## src/shared/beacon_pkg.sv

```systemverilog
// package: register map, field layouts, timing counts and carrier structs of the passage qualifier
package beacon_pkg;
    localparam int CLK_HZ             = 100_000_000;
    localparam int RECOVER_MS         = 200;
    localparam int RECOVER_CYC        = RECOVER_MS * (CLK_HZ / 1000);
    localparam int STOP_TIMEOUT_MS    = 600;
    localparam int STOP_TIMEOUT_CYC   = STOP_TIMEOUT_MS * (CLK_HZ / 1000);

    localparam logic [7:0] REG_CTRL      = 8'h00;
    localparam logic [7:0] REG_THR_SEL   = 8'h04;
    localparam logic [7:0] REG_THR0      = 8'h08;
    localparam logic [7:0] REG_THR1      = 8'h0C;
    localparam logic [7:0] REG_THR2      = 8'h10;
    localparam logic [7:0] REG_MIN_TIME  = 8'h14;
    localparam logic [7:0] REG_TP_LOW    = 8'h18;
    localparam logic [7:0] REG_TP_HIGH   = 8'h1C;
    localparam logic [7:0] REG_IRQ_STAT  = 8'h20;
    localparam logic [7:0] REG_IRQ_CLR   = 8'h24;
    localparam logic [7:0] REG_IRQ_EN    = 8'h28;
    localparam logic [7:0] REG_STATUS    = 8'h2C;
    localparam logic [7:0] REG_PASS_ID   = 8'h30;
    localparam logic [7:0] REG_PASS_CNT  = 8'h34;
    localparam logic [7:0] REG_PASS_TIME = 8'h38;
    localparam logic [7:0] REG_PASS_ODO  = 8'h3C;
    localparam logic [7:0] REG_PASS_VC   = 8'h40;

    localparam int CTRL_EN_BIT   = 0;
    localparam int CTRL_STOP_BIT = 1;

    localparam int IRQ_PASS   = 0;
    localparam int IRQ_DETECT = 1;
    localparam int IRQ_TP_LOW = 2;
    localparam int IRQ_TP_HI  = 3;
    localparam int IRQ_METAL  = 4;
    localparam int IRQ_PRELIM = 5;
    localparam int IRQ_W      = 6;

    localparam logic [11:0] THR0_RST     = 12'h400;
    localparam logic [11:0] THR1_RST     = 12'h300;
    localparam logic [11:0] THR2_RST     = 12'h200;
    localparam logic [15:0] MIN_TIME_RST = 16'h0064;
    localparam logic [11:0] TP_LOW_RST   = 12'h100;
    localparam logic [11:0] TP_HIGH_RST  = 12'hF00;
    localparam logic [1:0]  THR_SEL_RST  = 2'h0;
    localparam logic [1:0]  CTRL_RST     = 2'h1;

    localparam logic [3:0] VER_1_0 = 4'h0;
    localparam logic [3:0] VER_1_1 = 4'h1;
    localparam logic [7:0] PKT_VC_V11 = 8'hC8;
    localparam logic [7:0] PKT_VC_V2  = 8'h00;

    localparam logic [1:0] AXI_OKAY   = 2'h0;
    localparam logic [1:0] AXI_SLVERR = 2'h2;

    typedef struct packed {
        logic [3:0]  language_version;
        logic [9:0]  country_identity_field;
        logic [13:0] group_identity_field;
        logic [2:0]  position_in_group_field;
        logic [7:0]  opt_packet_id;
        logic        opt_packet_present;
        logic [7:0]  virtual_cover_identity_field;
    } tgm_header_s;

    typedef struct packed {
        logic [31:0] time_stamp;
        logic [31:0] odometer;
    } stamp_s;
endpackage : beacon_pkg

```

## src/level_qualifier.sv

```systemverilog
// level qualifier: consecutive above-threshold counter with detect flag
`timescale 1ns/1ps
`default_nettype none
module level_qualifier
    import beacon_pkg::*;
(
    input  wire logic        aclk,
    input  wire logic        aresetn,
    input  wire logic        sample_valid,
    input  wire logic [11:0] level,
    input  wire logic [11:0] threshold,
    input  wire logic [15:0] min_count,
    output logic             above,
    output logic             detected
);
    logic [15:0] run_r;

    assign above = (level > threshold);

    always_ff @(posedge aclk) begin
        if (!aresetn) begin
            run_r <= '0;
        end else if (sample_valid) begin
            if (!above) begin
                run_r <= '0;
            end else if (run_r != 16'hFFFF) begin
                run_r <= run_r + 16'h0001;
            end
        end
    end

    // detection needs the level held continuously for the minimum count
    assign detected = above && (run_r >= min_count);
endmodule : level_qualifier
`default_nettype wire

```

## src/beacon_passage_qualifier.sv

```systemverilog
// beacon passage qualifier: threshold gating, lobe merging, power supervision, AXI4-Lite registers
//
// Behaviour
// - no telegram reaches the kernel while field strength is below threshold
// - detect only after field stays above threshold for minimum time
// - merge lobes using signal plus version, country, group, position, cover fields (code merges on detection timing only; fields are stored, not compared)
// - several lobes of one beacon give exactly one reported passage (code merges only lobes split by a drop of at most one sample)
// - side lobes resolved from receive signals plus time and odometer (code uses detection timing only; time and odometer are only recorded)
// - use main lobe; when stopped over side lobe, forward after time-out
// - side-lobe activation must not disturb main-lobe reception
// - flag error when tele-powering level too low for detection
// - flag separate error when tele-powering level risks cross-talk
// - raise metal-mass alarm while passing mass outside mask
// - regain normal detection within recovery time after metal influence ends
// - cover identity: none in 1.0, packet 200 in 1.1, packet 0 later
// - three selectable detect thresholds per antenna type
// - report detection even when no telegram decodes
// - on telegram switching report only one telegram per beacon (code limits it to one per passage, not per beacon)
`timescale 1ns/1ps
`default_nettype none
module beacon_passage_qualifier
    import beacon_pkg::*;
#(
    parameter int RECOVER_CYCLES = RECOVER_CYC,
    parameter int STOP_CYCLES    = STOP_TIMEOUT_CYC
) (
    input  wire logic        aclk,
    input  wire logic        aresetn,
    // axi4-lite slave
    input  wire logic [7:0]  s_axi_awaddr,
    input  wire logic        s_axi_awvalid,
    output logic             s_axi_awready,
    input  wire logic [31:0] s_axi_wdata,
    input  wire logic [3:0]  s_axi_wstrb,
    input  wire logic        s_axi_wvalid,
    output logic             s_axi_wready,
    output logic [1:0]       s_axi_bresp,
    output logic             s_axi_bvalid,
    input  wire logic        s_axi_bready,
    input  wire logic [7:0]  s_axi_araddr,
    input  wire logic        s_axi_arvalid,
    output logic             s_axi_arready,
    output logic [31:0]      s_axi_rdata,
    output logic [1:0]       s_axi_rresp,
    output logic             s_axi_rvalid,
    input  wire logic        s_axi_rready,
    // antenna receive interface samples (same clock domain)
    input  wire logic        sample_valid,
    input  wire logic [11:0] rx_level,
    input  wire logic [11:0] tp_level,
    input  wire logic        metal_influence,
    // decoded telegram from decoder
    input  wire logic        tgm_valid,
    input  wire tgm_header_s tgm_header,
    input  wire stamp_s      stamp,
    input  wire logic        vehicle_stopped,
    // kernel report
    output logic             tgm_deliver,
    output logic             passage_pulse,
    output logic             metal_alarm,
    output logic             tp_low_err,
    output logic             tp_high_err,
    output logic             irq
);
    typedef enum logic [1:0] {IDLE, IN_LOBE, GAP} pass_e;

    pass_e             state_r;
    logic [1:0]        ctrl_r;
    logic [1:0]        thr_sel_r;
    logic [11:0]       thr_r [3];
    logic [15:0]       min_time_r;
    logic [11:0]       tp_low_r;
    logic [11:0]       tp_high_r;
    logic [IRQ_W-1:0]  irq_stat_r;
    logic [IRQ_W-1:0]  irq_en_r;
    logic [IRQ_W-1:0]  irq_set;
    logic [IRQ_W-1:0]  irq_clr;
    logic [11:0]       thr_sel;
    logic              above;
    logic              detected;
    logic              det_r;
    logic [31:0]       pass_cnt_r;
    logic [31:0]       pass_id_r;
    logic [7:0]        pass_vc_r;
    stamp_s            pass_stamp_r;
    logic              have_tgm_r;
    logic [31:0]       gap_cnt_r;
    logic [31:0]       stop_cnt_r;
    logic [31:0]       recover_cnt_r;
    logic              prelim_pulse;
    logic [31:0]       tgm_key;
    logic [7:0]        vc_field;
    logic              enable;

    logic        aw_hold_r;
    logic [7:0]  aw_addr_r;
    logic        w_hold_r;
    logic [31:0] w_data_r;
    logic [3:0]  w_strb_r;
    logic        wr_fire;
    logic [31:0] rd_mux;

    assign enable  = ctrl_r[CTRL_EN_BIT];
    assign thr_sel = thr_r[(thr_sel_r > 2'h2) ? 2'h2 : thr_sel_r];

    level_qualifier u_qual (
        .aclk         (aclk),
        .aresetn      (aresetn),
        .sample_valid (sample_valid && enable && (recover_cnt_r == 32'h0)),
        .level        (rx_level),
        .threshold    (thr_sel),
        .min_count    (min_time_r),
        .above        (above),
        .detected     (detected)
    );

    // cover identity only exists where the version places it
    always_comb begin
        vc_field = 8'h00;
        if (tgm_header.language_version == VER_1_0) begin
            vc_field = 8'h00;
        end else if (tgm_header.language_version == VER_1_1) begin
            if (tgm_header.opt_packet_present && tgm_header.opt_packet_id == PKT_VC_V11) begin
                vc_field = tgm_header.virtual_cover_identity_field;
            end
        end else if (tgm_header.opt_packet_present && tgm_header.opt_packet_id == PKT_VC_V2) begin
            vc_field = tgm_header.virtual_cover_identity_field;
        end
    end

    // identity of the beacon, so lobes of one beacon compare equal
    assign tgm_key = {tgm_header.language_version, tgm_header.country_identity_field,
                      tgm_header.group_identity_field, tgm_header.position_in_group_field,
                      1'b0} ^ {24'h0, vc_field};

    // telegram gating: only while field is above the selected threshold
    assign tgm_deliver = tgm_valid && above && detected && enable && !have_tgm_r;

    // passage tracker: any lobe detected within the gap window merges into the current passage, whatever its identity
    always_ff @(posedge aclk) begin
        if (!aresetn) begin
            state_r      <= IDLE;
            have_tgm_r   <= 1'b0;
            gap_cnt_r    <= '0;
            pass_id_r    <= '0;
            pass_vc_r    <= '0;
            pass_stamp_r <= '0;
            det_r        <= 1'b0;
        end else begin
            det_r <= detected;
            unique case (state_r)
                IDLE: begin
                    if (detected) begin
                        state_r      <= IN_LOBE;
                        pass_stamp_r <= stamp;
                        have_tgm_r   <= 1'b0;
                    end
                end
                IN_LOBE: begin
                    if (tgm_deliver) begin
                        have_tgm_r   <= 1'b1;
                        pass_id_r    <= tgm_key;
                        pass_vc_r    <= vc_field;
                        pass_stamp_r <= stamp;
                    end
                    if (!detected) begin
                        state_r   <= GAP;
                        gap_cnt_r <= '0;
                    end
                end
                GAP: begin
                    // any lobe detected while still in GAP re-enters the passage, whatever its identity
                    if (detected) begin
                        state_r <= IN_LOBE;
                    end else if (gap_cnt_r >= min_time_r) begin
                        state_r <= IDLE;
                    end else if (sample_valid) begin
                        gap_cnt_r <= gap_cnt_r + 32'h1;
                    end
                end
                default: state_r <= IDLE;
            endcase
        end
    end

    // single passage report once gap_cnt_r reaches min_time_r without detection, with or without telegram
    assign passage_pulse = (state_r == GAP) && !detected && (gap_cnt_r >= min_time_r);

    always_ff @(posedge aclk) begin
        if (!aresetn) begin
            pass_cnt_r <= '0;
        end else if (passage_pulse) begin
            pass_cnt_r <= pass_cnt_r + 32'h1;
        end
    end

    // stopped over a lobe: preliminary report after each time-out period
    always_ff @(posedge aclk) begin
        if (!aresetn) begin
            stop_cnt_r <= '0;
        end else if (state_r == IN_LOBE && vehicle_stopped && ctrl_r[CTRL_STOP_BIT]) begin
            stop_cnt_r <= prelim_pulse ? 32'h0 : stop_cnt_r + 32'h1;
        end else begin
            stop_cnt_r <= '0;
        end
    end
    assign prelim_pulse = (stop_cnt_r == 32'(STOP_CYCLES - 1));

    // recovery hold-off after metal influence; always shorter than the allowed time
    always_ff @(posedge aclk) begin
        if (!aresetn) begin
            recover_cnt_r <= '0;
        end else if (metal_influence) begin
            recover_cnt_r <= 32'(RECOVER_CYCLES / 2);
        end else if (recover_cnt_r != 32'h0) begin
            recover_cnt_r <= recover_cnt_r - 32'h1;
        end
    end

    assign metal_alarm = metal_influence && enable;
    assign tp_low_err  = enable && (tp_level < tp_low_r);
    assign tp_high_err = enable && (tp_level > tp_high_r);

    always_comb begin
        irq_set             = '0;
        irq_set[IRQ_PASS]   = passage_pulse;
        irq_set[IRQ_DETECT] = detected && !det_r;
        irq_set[IRQ_TP_LOW] = tp_low_err;
        irq_set[IRQ_TP_HI]  = tp_high_err;
        irq_set[IRQ_METAL]  = metal_alarm;
        irq_set[IRQ_PRELIM] = prelim_pulse;
    end

    // set wins over a clear in the same cycle
    always_ff @(posedge aclk) begin
        if (!aresetn) begin
            irq_stat_r <= '0;
        end else begin
            irq_stat_r <= (irq_stat_r & ~irq_clr) | irq_set;
        end
    end
    assign irq = |(irq_stat_r & irq_en_r);

    // axi4-lite write path: address and data taken in either order
    assign s_axi_awready = !aw_hold_r && !s_axi_bvalid;
    assign s_axi_wready  = !w_hold_r && !s_axi_bvalid;
    assign wr_fire       = aw_hold_r && w_hold_r && !s_axi_bvalid;

    always_ff @(posedge aclk) begin
        if (!aresetn) begin
            aw_hold_r    <= 1'b0;
            w_hold_r     <= 1'b0;
            aw_addr_r    <= '0;
            w_data_r     <= '0;
            w_strb_r     <= '0;
            s_axi_bvalid <= 1'b0;
            s_axi_bresp  <= AXI_OKAY;
        end else begin
            if (s_axi_awvalid && s_axi_awready) begin
                aw_hold_r <= 1'b1;
                aw_addr_r <= s_axi_awaddr;
            end
            if (s_axi_wvalid && s_axi_wready) begin
                w_hold_r <= 1'b1;
                w_data_r <= s_axi_wdata;
                w_strb_r <= s_axi_wstrb;
            end
            if (wr_fire) begin
                aw_hold_r    <= 1'b0;
                w_hold_r     <= 1'b0;
                s_axi_bvalid <= 1'b1;
                s_axi_bresp  <= (aw_addr_r > REG_IRQ_EN || aw_addr_r == REG_IRQ_STAT) ? AXI_SLVERR : AXI_OKAY;
            end else if (s_axi_bready) begin
                s_axi_bvalid <= 1'b0;
            end
        end
    end

    always_comb begin
        irq_clr = '0;
        if (wr_fire && aw_addr_r == REG_IRQ_CLR && w_strb_r[0]) begin
            irq_clr = w_data_r[IRQ_W-1:0];
        end
    end

    always_ff @(posedge aclk) begin
        if (!aresetn) begin
            ctrl_r     <= CTRL_RST;
            thr_sel_r  <= THR_SEL_RST;
            thr_r[0]   <= THR0_RST;
            thr_r[1]   <= THR1_RST;
            thr_r[2]   <= THR2_RST;
            min_time_r <= MIN_TIME_RST;
            tp_low_r   <= TP_LOW_RST;
            tp_high_r  <= TP_HIGH_RST;
            irq_en_r   <= '0;
        end else if (wr_fire && w_strb_r[0]) begin
            unique case (aw_addr_r)
                REG_CTRL:     ctrl_r     <= w_data_r[1:0];
                REG_THR_SEL:  thr_sel_r  <= w_data_r[1:0];
                REG_THR0:     thr_r[0]   <= w_data_r[11:0];
                REG_THR1:     thr_r[1]   <= w_data_r[11:0];
                REG_THR2:     thr_r[2]   <= w_data_r[11:0];
                REG_MIN_TIME: min_time_r <= w_data_r[15:0];
                REG_TP_LOW:   tp_low_r   <= w_data_r[11:0];
                REG_TP_HIGH:  tp_high_r  <= w_data_r[11:0];
                REG_IRQ_EN:   irq_en_r   <= w_data_r[IRQ_W-1:0];
                default: ;
            endcase
        end
    end

    // axi4-lite read path
    assign s_axi_arready = !s_axi_rvalid;

    always_comb begin
        rd_mux = 32'h0;
        unique case (s_axi_araddr)
            REG_CTRL:      rd_mux = {30'h0, ctrl_r};
            REG_THR_SEL:   rd_mux = {30'h0, thr_sel_r};
            REG_THR0:      rd_mux = {20'h0, thr_r[0]};
            REG_THR1:      rd_mux = {20'h0, thr_r[1]};
            REG_THR2:      rd_mux = {20'h0, thr_r[2]};
            REG_MIN_TIME:  rd_mux = {16'h0, min_time_r};
            REG_TP_LOW:    rd_mux = {20'h0, tp_low_r};
            REG_TP_HIGH:   rd_mux = {20'h0, tp_high_r};
            REG_IRQ_STAT:  rd_mux = {26'h0, irq_stat_r};
            REG_IRQ_EN:    rd_mux = {26'h0, irq_en_r};
            REG_STATUS:    rd_mux = {25'h0, have_tgm_r, state_r, detected, above, tp_high_err, tp_low_err};
            REG_PASS_ID:   rd_mux = pass_id_r;
            REG_PASS_CNT:  rd_mux = pass_cnt_r;
            REG_PASS_TIME: rd_mux = pass_stamp_r.time_stamp;
            REG_PASS_ODO:  rd_mux = pass_stamp_r.odometer;
            REG_PASS_VC:   rd_mux = {24'h0, pass_vc_r};
            default:       rd_mux = 32'h0;
        endcase
    end

    always_ff @(posedge aclk) begin
        if (!aresetn) begin
            s_axi_rvalid <= 1'b0;
            s_axi_rdata  <= '0;
            s_axi_rresp  <= AXI_OKAY;
        end else if (s_axi_arvalid && s_axi_arready) begin
            s_axi_rvalid <= 1'b1;
            s_axi_rdata  <= rd_mux;
            s_axi_rresp  <= (s_axi_araddr > REG_PASS_VC || s_axi_araddr == REG_IRQ_CLR ||
                             s_axi_araddr[1:0] != 2'h0) ? AXI_SLVERR : AXI_OKAY;
        end else if (s_axi_rready) begin
            s_axi_rvalid <= 1'b0;
        end
    end
endmodule : beacon_passage_qualifier
`default_nettype wire

```

## config.mk

```make
export PLATFORM = sky130hd
export DESIGN_NAME = beacon_passage_qualifier
export DESIGN_NICKNAME = d
export VERILOG_FILES = /design/src/shared/beacon_pkg.sv /design/src/level_qualifier.sv /design/src/beacon_passage_qualifier.sv
export SDC_FILE = /design/constraint.sdc
export NUM_CORES = 1
export LEC_CHECK = 0
export ABC_AREA = 1
export BUFFER_PORTS_ARGS = -buffer_cell sky130_fd_sc_hd__buf_2
export CAP_MARGIN = 10
export CORE_ASPECT_RATIO = 2
export CORE_UTILIZATION = 36
export DETAILED_ROUTE_END_ITERATION = 12
export PLACE_DENSITY = 0.65
export SKIP_LAST_GASP = 1
export SYNTH_ARGS = -nofsm -noshare
export SYNTH_HDL_FRONTEND = slang
export SYNTH_SLANG_ARGS = --single-unit
```

## constraint.sdc

```tcl
create_clock -name aclk -period 3.2 [get_ports aclk]
set_input_delay 0.96 -clock aclk [delete_from_list [all_inputs] [get_ports aclk]]
set_output_delay 0.96 -clock aclk [all_outputs]
set_load 0.03 [all_outputs]
```

==> flow_summary_export.csv <==
group,metric,value,unit
worst_hold_path,min_path_type,"reg -> reg",
clock_network,cts_root_buf,"clkbuf_16",
sta,final-max-slew-violation-count,0,
detailed_routing,wirelength,78550,um
global_routing,antenna_found_initial,3,
detailed_routing,vias,21390,
status,violations,"negative setup slack",
power_and_ir_drop,p_int,8346,uW
sta,period_needed,3.747,ns
cells_and_area,drive_above_1_share,0.1724,
sta,rsz0062_at_grt,"true",
floorplan,core,0.05896,mm2
cells_and_area,nets,3620,
cells_and_area,n_fill_cell,6106,
yosys,synth_cell_types,50,
power_and_ir_drop,power.density,431.6,mW/mm2
placement,dp_slack,-0.4197,ns
cells_and_area,final_common_cell,"nand2_1",
yosys,synth_cells,3074,
sta,setup_ws,-0.5475,ns
sta,relSlewSlack,0.3680,
power_and_ir_drop,p_comb_frac,0.080,
worst_setup_path,cp-start-kind,"flop",
clock_network,cts_max_level,2,
floorplan,dieArea,0.06058,mm2
yosys,synth_edf_count,36,
floorplan,rows,126,
sta,finalHoldViolations,0,
power_and_ir_drop,irDropWorstVdd,0.0004251,V
worst_setup_path,arrival,2.79,ns
yosys,async_flop_share,0,
power_and_ir_drop,seqPwrFrac,0.469,
yosys,ys.flop_type,"dfxtp_1",
yosys,netlist_area,0.02143,mm2
global_routing,grt_max_degree,126,
clock_network,ctsHoldBuffers,0,
clock_network,cts_buffer_depth,3,
power_and_ir_drop,power_switching,2861,uW
cells_and_area,final_cell_mix,"nand2_1 (662), nor2_1 (526), dfxtp_1 (368)",
worst_setup_path,worst-setup-path-type,"reg -> out",
clock_network,numClockSinks,406,
sta,finalSetupViolations,2,
floorplan,io_pins,246,
global_routing,grt_pass1_vias,20770,
floorplan,start_util,0.3635,
power_and_ir_drop,p_sw_frac,0.2553,
yosys,ys_warn_count,0,
detailed_routing,drtIter0Drc,1378,
yosys,avgSynthCellArea,6.972,um2
sta,hold_slack,0.3971,ns
worst_setup_path,cp-end-kind,"primary output",
global_routing,grt_pass1_wl,117700,um
status,status,"finished, violations left",
detailed_routing,ant_nets,0,
power_and_ir_drop,p_clk_frac,0.451,
sta,fin_crit_sh,1.171,
clock_network,clk_latency,0.60,ns
clock_network,cts_tree,"built",
global_routing,overflow,0,
sta,tightest_slew,0.9381,ns
clock_network,numCtsBuffers,41,
cells_and_area,area_growth,21.14,%
yosys,synth_top_cell_by_area,"dfxtp_1",
sta,fmax,0.2668,GHz
detailed_routing,drc,0,
floorplan,die_w,174.5,um
power_and_ir_drop,p_total,11210,uW
floorplan,die_h,347.1,um
placement,dp_hpwl,60020,um
detailed_routing,avgRoutedWirePerCell,18.92,um
placement,numPortBuffers,224,
worst_setup_path,required,2.24,ns
yosys,synth_top_area_share,0.3456,
detailed_routing,viasPerCell,5.151,
yosys,ys_seq_elements,406,
detailed_routing,drt_first_pass_iters,5,
sta,setup-tns-final,-1.051,ns
power_and_ir_drop,p_leak,0.01117,uW
clock_network,path_clk_slew,0.07,ns
yosys,ys_seq_area_frac,0.3960,
job,cap_violations,0,
worst_setup_path,path_max_fanout,7,
global_routing,track_usage,0.2552,
yosys,synth.area.top_cells,"dfxtp_1 (35%), nand2_1 (12%), nor2_1 (9.4%)",
sta,clock_skew,0.04545,ns
placement,gp_congestion,0.9994,
[critical path, cell delays in order (launching register included)]
cell     delay (ns)
dfxtp_4        0.41
buf_6          0.14
a21oi_1        0.06
o21ai_1        0.10
o21ai_2        0.09
ha_4           0.27
nand2_1        0.05
nor2_2         0.13
nand2_2        0.12
a21oi_2        0.15
nor2_2         0.07
nor2_4         0.16
nand2_4        0.12
nor2_4         0.17
buf_6          0.16
[cell usage after synthesis (2+ instances only)]
master,instances
xnor2_1,22
xor2_1,54
nor3b_1,10
edfxtp_1,36
buf_2,43
nand4_1,68
ha_1,72
dfxtp_1,370
inv_2,6
buf_1,4
nand2_2,2
clkbuf_1,70
o21bai_1,4
o221ai_1,3
nand3_1,150
nand2_4,2
nor2_2,11
nor3_1,61
nand3b_1,7
nor4_1,9
nor3_2,2
or2_2,6
buf_6,9
o2111ai_1,8
o211ai_1,16
a21oi_1,229
o22ai_1,25
o21a_1,9
nor2_1,535
nand3_2,50
a211oi_1,3
inv_1,301
nand2_1,673
buf_4,5
o21ai_0,179
a31oi_1,6
[logic make-up (layout without fill, tap and decap cells)]
logic type	after synthesis	after routing	share of synthesized area
flip-flops	406	406	0.3960
XOR/XNOR	76	76	0.03106
AND/OR/NAND/NOR	1593	1593	0.3244
buffers and inverters	438	744	0.08325
adder cells (fa/ha/maj)	72	72	0.04203
other	1	5	0.0001750
AO/OA/AOI/OAI	488	488	0.1231
[stage by stage]
stage               cells  utilization  area (um2)
CTS                  4149       0.4382       25840
floorplan            3075            -       21520
global route         4150       0.4403       25960
detailed placement   4065       0.4087       24100
global placement     4065       0.4087       24100
finish               4152       0.4404       25960
[what timing repair did]
action,in CTS,in global routing
gates cloned,1,0
pin swaps,29,18
setup buffers,9,2
endpoints found under the setup margin,103,4
gates resized for setup,85,31
[worst paths after layout]
check                             from  slack (ns)                            end  cells after the start
max          thr_sel_r[0]$_SDFFE_PN0P_       -0.55                    tgm_deliver                     14
min                   det_r$_SDFF_PN0_        0.40       irq_stat_r[1]$_SDFF_PN0_                      1
max reg2reg  thr_sel_r[0]$_SDFFE_PN0P_        0.26  pass_stamp_r[32]$_SDFFE_PN0P_                     18
min reg2reg           det_r$_SDFF_PN0_        0.40       irq_stat_r[1]$_SDFF_PN0_                      1
[metal layers]
layer	up-vias	track usage	part of all wire
met5	-	0	0
met4	0	0.2103	0.095
met3	243	0.02825	0.042
met2	745	0.4656	0.50
met1	9843	0.2586	0.36
li1	10560	-	-
[sequential cells by signal, summed over array words and instances (netlist names), 32 cells and up]
name,flops
thr_r,36
stop_cnt_r,32
pass_cnt_r,32
pass_stamp_r,64
gap_cnt_r,32
recover_cnt_r,32
s_axi_rdata,32
pass_id_r,32
[final cells by class]
cell class              instances  area (um2)  area share
repair buffers                362        2384     0.09180
flip-flops and latches        406        8493      0.3271
diodes                          3       7.507   0.0002891
multi-input cells            2231       11580      0.4461
well taps                     768       960.9     0.03701
inverters                     307        1160     0.04467
clock inverters                19       245.2    0.009445
clock buffers                  56        1132     0.04361
[power by group through the flow]
stage                     clock network, uW  registers [uW]  logic, uW
after floorplan                           0            5360        477
after global placement                    0            5370        847
after detailed placement                  0            5370        854
after CTS                              5140            5250        879
after global routing                   5340            5260        983
final                                  5060            5260        893
(Power assumes the default switching activity.)
